File: config.mk
export PLATFORM = sky130hd
export DESIGN_NAME = sram_host
export DESIGN_NICKNAME = d
export VERILOG_FILES = /design/src/sram_ctrl_pkg.sv /design/src/pin_sync.sv /design/src/sram_host.sv
export SDC_FILE = /design/constraint.sdc
export NUM_CORES = 1
export LEC_CHECK = 0
export BUFFER_PORTS_ARGS = -buffer_cell sky130_fd_sc_hd__buf_2
export CAP_MARGIN = 20
export CORE_AREA = 8 8 86 88
export DETAILED_ROUTE_END_ITERATION = 7
export DIE_AREA = 0 0 94 96
export PLACE_DENSITY = 0.83
export REMOVE_ABC_BUFFERS = 1
export SETUP_SLACK_MARGIN = 0.3
export SLEW_MARGIN = 20
export SYNTH_ARGS = -nofsm -noshare
export SYNTH_HDL_FRONTEND = slang
export SYNTH_SLANG_ARGS = --single-unit
File: constraint.sdc
create_clock -name clk_in -period 4.3 [get_ports clk_in]
set_input_delay 0.43 -clock clk_in [delete_from_list [all_inputs] [get_ports clk_in]]
set_output_delay 0.43 -clock clk_in [all_outputs]
set_load 0.01 [all_outputs]
File: src/sram_ctrl_pkg.sv
// Package for the async SRAM host controller: pin widths, timings, states.
// Assumes a 250 MHz clock for all derived cycle counts.
package sram_ctrl_pkg;
  localparam int ADDR_W = 13;
  localparam int DATA_W = 8;
  localparam int DEPTH = 8192;
  localparam int CLK_PERIOD_PS = 4000;
  // Times in ns, slow grade as default figures
  localparam int ADDR_TO_DATA_TIME_NS = 120;
  localparam int DRIVE_TO_DATA_TIME_NS = 50;
  localparam int DATA_HOLD_AFTER_ADDR_NS = 5;
  localparam int SELECT_TO_FLOAT_NS = 40;
  localparam int STROBE_TO_FLOAT_TIME_NS = 35;
  localparam int DATA_BEFORE_END_TIME_NS = 40;
  localparam int ADDR_TO_END_NS = 85;
  localparam int ADDR_HOLD_NS = 10;
  // Least times round up, read waits use the longest access times rounded up
  localparam int RD_CYC = (ADDR_TO_DATA_TIME_NS * 1000 + CLK_PERIOD_PS - 1) / CLK_PERIOD_PS;
  localparam int FLOAT_CYC = (SELECT_TO_FLOAT_NS * 1000 + CLK_PERIOD_PS - 1) / CLK_PERIOD_PS;
  localparam int WR_CYC = (ADDR_TO_END_NS * 1000 + CLK_PERIOD_PS - 1) / CLK_PERIOD_PS;
  localparam int DATA_CYC = (DATA_BEFORE_END_TIME_NS * 1000 + CLK_PERIOD_PS - 1) / CLK_PERIOD_PS;
  localparam int HOLD_CYC = (ADDR_HOLD_NS * 1000 + CLK_PERIOD_PS - 1) / CLK_PERIOD_PS;
  localparam int CNT_W = 8;
  typedef enum logic [2:0] {
    ST_IDLE = 3'b000,
    ST_READ = 3'b001,
    ST_FLOAT = 3'b010,
    ST_WRITE = 3'b011,
    ST_HOLD = 3'b100
  } state_e;
endpackage

File: src/pin_sync.sv
// Three-flop synchroniser for pin inputs; a change is taken when stages 2 and 3 agree.
// Assumes clk_in domain and a synchronous active-high reset.
`timescale 1ns/100ps
module pin_sync #(
  parameter int WIDTH = 8
) (
  input wire logic clk_in,
  input wire logic srst_in,
  input wire logic ce_in,
  input wire logic [WIDTH-1:0] d_in,
  output logic [WIDTH-1:0] q_out
);
  logic [WIDTH-1:0] s1;
  logic [WIDTH-1:0] s2;
  logic [WIDTH-1:0] s3;
  always_ff @(posedge clk_in) begin
    if (srst_in) begin
      s1 <= '0;
      s2 <= '0;
      s3 <= '0;
      q_out <= '0;
    end else if (ce_in) begin
      s1 <= d_in;
      s2 <= s1;
      s3 <= s2;
      if (s2 == s3) begin
        q_out <= s3;
      end
    end
  end
endmodule

File: src/sram_host.sv
// Host controller driving an 8K x 8 asynchronous SRAM over its pins.
// Assumes the memory sits on the pins directly; the testbench resolves the data bus.
// Function
// - Address changes only while strobe inactive
// - Data valid before write end, held after
// - Address valid long enough before write end
// - Address held after write end
`timescale 1ns/100ps
module sram_host (
  input wire logic clk_in,
  input wire logic srst_in,
  input wire logic ce_in,
  input wire logic req_in,
  input wire logic req_write_in,
  input wire logic [sram_ctrl_pkg::ADDR_W-1:0] req_addr_in,
  input wire logic [sram_ctrl_pkg::DATA_W-1:0] req_wdata_in,
  output logic busy_out,
  output logic done_out,
  output logic [sram_ctrl_pkg::DATA_W-1:0] rdata_out,
  output logic [sram_ctrl_pkg::ADDR_W-1:0] addr_lines_out,
  output logic select_low_n_out,
  output logic select_high_out,
  output logic store_strobe_n_out,
  output logic drive_gate_n_out,
  input wire logic [sram_ctrl_pkg::DATA_W-1:0] data_pins_in,
  output logic [sram_ctrl_pkg::DATA_W-1:0] data_pins_out,
  output logic data_pins_oe_out
);
  import sram_ctrl_pkg::*;

  state_e state;
  logic [CNT_W-1:0] cnt;
  logic [DATA_W-1:0] wdata;
  logic [DATA_W-1:0] data_sync;

  function automatic logic [CNT_W-1:0] cyc(input int n);
    cyc = CNT_W'(n - 1);
  endfunction

  pin_sync #(.WIDTH(DATA_W)) u_sync (
    .clk_in(clk_in),
    .srst_in(srst_in),
    .ce_in(ce_in),
    .d_in(data_pins_in),
    .q_out(data_sync)
  );

  // Sequencer and pin controls
  always_ff @(posedge clk_in) begin
    if (srst_in) begin
      state <= ST_IDLE;
      cnt <= '0;
      busy_out <= 1'b0;
      done_out <= 1'b0;
      rdata_out <= '0;
      addr_lines_out <= '0;
      wdata <= '0;
      select_low_n_out <= 1'b1;
      select_high_out <= 1'b0;
      store_strobe_n_out <= 1'b1;
      drive_gate_n_out <= 1'b1;
      data_pins_out <= '0;
      data_pins_oe_out <= 1'b0;
    end else if (ce_in) begin
      done_out <= 1'b0;
      case (state)
        ST_IDLE: begin
          if (req_in) begin
            // Strobe is high here, so address may move
            addr_lines_out <= req_addr_in;
            wdata <= req_wdata_in;
            busy_out <= 1'b1;
            select_low_n_out <= 1'b0;
            select_high_out <= 1'b1;
            if (req_write_in) begin
              // Address and selects settle a cycle before the strobe falls
              data_pins_out <= req_wdata_in;
              data_pins_oe_out <= 1'b1;
              cnt <= cyc(WR_CYC > DATA_CYC ? WR_CYC : DATA_CYC);
              state <= ST_WRITE;
            end else begin
              drive_gate_n_out <= 1'b0;
              // Margin covers access time plus three sync stages and agreement
              cnt <= cyc(RD_CYC + 6);
              state <= ST_READ;
            end
          end
        end
        ST_READ: begin
          if (cnt == '0) begin
            rdata_out <= data_sync;
            done_out <= 1'b1;
            select_low_n_out <= 1'b1;
            select_high_out <= 1'b0;
            drive_gate_n_out <= 1'b1;
            cnt <= cyc(FLOAT_CYC);
            state <= ST_FLOAT;
          end else begin
            cnt <= cnt - 1'b1;
          end
        end
        ST_FLOAT: begin
          if (cnt == '0) begin
            busy_out <= 1'b0;
            state <= ST_IDLE;
          end else begin
            cnt <= cnt - 1'b1;
          end
        end
        ST_WRITE: begin
          if (store_strobe_n_out) begin
            store_strobe_n_out <= 1'b0;
          end else if (cnt == '0) begin
            store_strobe_n_out <= 1'b1;
            cnt <= cyc(HOLD_CYC);
            state <= ST_HOLD;
          end else begin
            cnt <= cnt - 1'b1;
          end
        end
        ST_HOLD: begin
          if (cnt == '0) begin
            select_low_n_out <= 1'b1;
            select_high_out <= 1'b0;
            data_pins_oe_out <= 1'b0;
            done_out <= 1'b1;
            busy_out <= 1'b0;
            state <= ST_IDLE;
          end else begin
            cnt <= cnt - 1'b1;
          end
        end
        default: begin
          state <= ST_IDLE;
        end
      endcase
    end
  end
endmodule

==> metrics.yaml <==
run_status:
  outcome: "complete, no violations"
global_routing:
  grt_pass1_wl_um: 13500
  grt_pass1_vias: 2943
  overflow: 0
  antenna_found_initial: 0
  grt_max_degree: 43
  grt_usage_pct: 18.6
placement:
  dp_cells: 512
  dp_hpwl_um: 5780
  gp_congestion: 0.886
  placed_area_sq_um: 3810
  io_buffers: 69
clock_tree:
  cts-resized-gates: 0
  post_cts_buffers: 0
  cts_sinks: 79
  clk_path_buf_depth: 2
  cts_tree: "built"
  cts-buffers-inserted: 9
  cts_root_buf: "clkbuf_8"
  clk_pin_slew_worst_paths_ns: 0.08
  clock_latency_ns: 0.35
  hold_buffers: 0
  htree_levels: 3
power_and_ir_drop:
  powerDensity_nw_per_um2: 419
  peakVddDrop_v: 0.000248
  power.total_mw: 1.69
  p_leak_nw: 1.72
min_path:
  worstHoldPathType: "input port to register"
  min_from: "req_addr_in[9]"
  holdPathEnd: "addr_lines_out[9]$_SDFFE_PP0P_"
  min_path_cells: 3
sta:
  fin_crit_sh_pct: 56.2
  layout_min_cycle_time_ns: 2.42
  rsz0062_at_grt: "no"
  tightestPinTransition_ns: 0.977
  hold_violations: 0
  finalSetupTns_ns: 0
  drv_slew: 0
  setup_violations: 0
  fin_worst_skew_ns: 0.00818
  fmax_mhz: 414
  slew-limit-headroom_pct: 34.9
yosys:
  seq_area_frac_synth_pct: 45.6
  synth_edf_count: 0
  ys.flop_type: "dfxtp_1"
  synth_top_area_cell: "dfxtp_1"
  synth_cell_types: 52
  ys_ff_latch: 79
  synth_most_common_cell: "dfxtp_1"
  synth_common_cells: "dfxtp_1 (79), nand2_1 (42), a21oi_1 (40), nor2_1 (39), mux2i_1 (35)"
  yosysTopAreaCellShare_pct: 45.6
  synth_area_per_cell_sq_um: 8.83
  synth_area_leaders: "dfxtp_1 (46%), mux2i_1 (10%), a21oi_1 (5.8%)"
  synth_area_sq_um: 3470
  ys_async_sr_fraction_pct: 0
  synthesis.instances: 393
  synth_warnings: 0
cells_and_area:
  area_delta_synth_final_pct: 16.4
  nFillCells: 500
  final_util_pct: 66.2
  antenna_cells: 0
  finalNonFillerCells: 528
  final_area_sq_um: 4040
  drive_above_1_share_pct: 20.4
  fin_nets: 481
floorplanning:
  dieHeight_um: 96
  die_area_sq_um: 9020
  initial_utilization_pct: 56.9
  num_rows: 29
  core_sq_um: 6100
  io_pins: 70
  die_w_um: 94
worst_setup_path:
  worst_r2r_path_depth: 4
  r2r-end: "rdata_out[2]$_SDFFE_PP0P_"
  crit_path_max_fanout: 23
  cp.arrival_ns: 2.64
  path_class: "register to register"
  endpoint_kind: "register"
  rrSetupSlack_ns: 1.88
  start_kind: "register"
  r2r_start: "state[0]$_SDFFE_PP0P_"
  cp.required_ns: 4.52
drt:
  wirelength_um: 8290
  drcViolationCount: 0
  drt_iter0_markers: 216
  drt-pass1-iter-count: 5
  num_vias: 3088
  ant_nets: 0
  vias_per_cell: 5.85
  wl_per_cell_um: 15.7
job:
  max_cap_viol_count: 0
-- flip-flops by register name (all words and copies together), names as in the netlist, 8 cells and up --
| name | count |
|---|---|
| addr_lines_out | 13 |
| u_sync.q_out | 8 |
| data_pins_out | 8 |
| cnt | 8 |
| rdata_out | 8 |
| u_sync.s2 | 8 |
| u_sync.s1 | 8 |
| u_sync.s3 | 8 |
-- layout make-up --
type                            count  area [sq um]  area share [%]
Multi-Input combinational cell    275          1730            43.0
Sequential cell                    79          1580            39.2
Inverter                            9          33.8           0.837
Timing Repair Buffer               72           368            9.11
Clock buffer                       11           141            3.50
Tap cell                           77          96.3            2.39
Clock inverter                      5          81.3            2.01
-- how the worst max path moves through the flow --
stage | depth (start not counted) | start | slack, ns | end
after floorplan | 6 | cnt[0]$_SDFFE_PP0P_ | 1.71 | rdata_out[0]$_SDFFE_PP0P_
after global placement | 6 | ce_in | 1.78 | data_pins_oe_out$_SDFFE_PP0P_
after detailed placement | 6 | ce_in | 1.67 | data_pins_oe_out$_SDFFE_PP0P_
after CTS | 4 | state[0]$_SDFFE_PP0P_ | 1.90 | rdata_out[2]$_SDFFE_PP0P_
after global routing | 4 | state[0]$_SDFFE_PP0P_ | 1.68 | rdata_out[2]$_SDFFE_PP0P_
final | 4 | state[0]$_SDFFE_PP0P_ | 1.88 | rdata_out[2]$_SDFFE_PP0P_
-- layout by cell type, fill, tap and decap left out, drive strengths merged, types with 10 or more instances in the layout --
| cell type | instances |
|---|---|
| a21oi | 40 |
| nor2 | 39 |
| mux2i | 35 |
| nand4 | 12 |
| nand2 | 42 |
| xnor2 | 10 |
| nand3 | 15 |
| buf | 72 |
| dfxtp | 79 |
| clkbuf | 11 |
-- per-stage QoR --
| step | hold slack, ns | setup WS (ns) |
|---|---|---|
| after floorplan | 0.437 | 1.71 |
| after global placement | 0.439 | 1.78 |
| after detailed placement | 0.444 | 1.67 |
| after CTS | 0.298 | 1.90 |
| after global routing | 0.298 | 1.68 |
| final | 0.313 | 1.88 |
-- worst max-delay path, cell delays in order (launching register included) --
cell	delay, ns
dfxtp_1	0.83
nor2b_1	0.45
nand4_1	0.58
mux2i_1	0.36
nor2_1	0.06
-- kinds of logic after synthesis --
family	synth area share, %
DFF	45.6
adders and majority gates	0.361
buffers and inverters	4.40
muxes	10.4
AOI/OAI and AO/OA	16.5
and+or+nand+nor	20.2
xor gates and xnor gates	2.53
-- per-layer routing --
metal	part of all wire, %	vias up	track usage [%]
li1	-	1518	-
met1	41	1441	21.0
met2	49	112	31.7
met3	7.2	17	4.60
met4	2.1	0	10.0
met5	0	-	0
-- where the power goes --
part	switching, mW	internal, mW	total [mW]
clock	0.267	0.343	0.610
sequential	0.0357	0.764	0.800
combinational	0.168	0.111	0.279
Power figures use the tool's default switching activity.
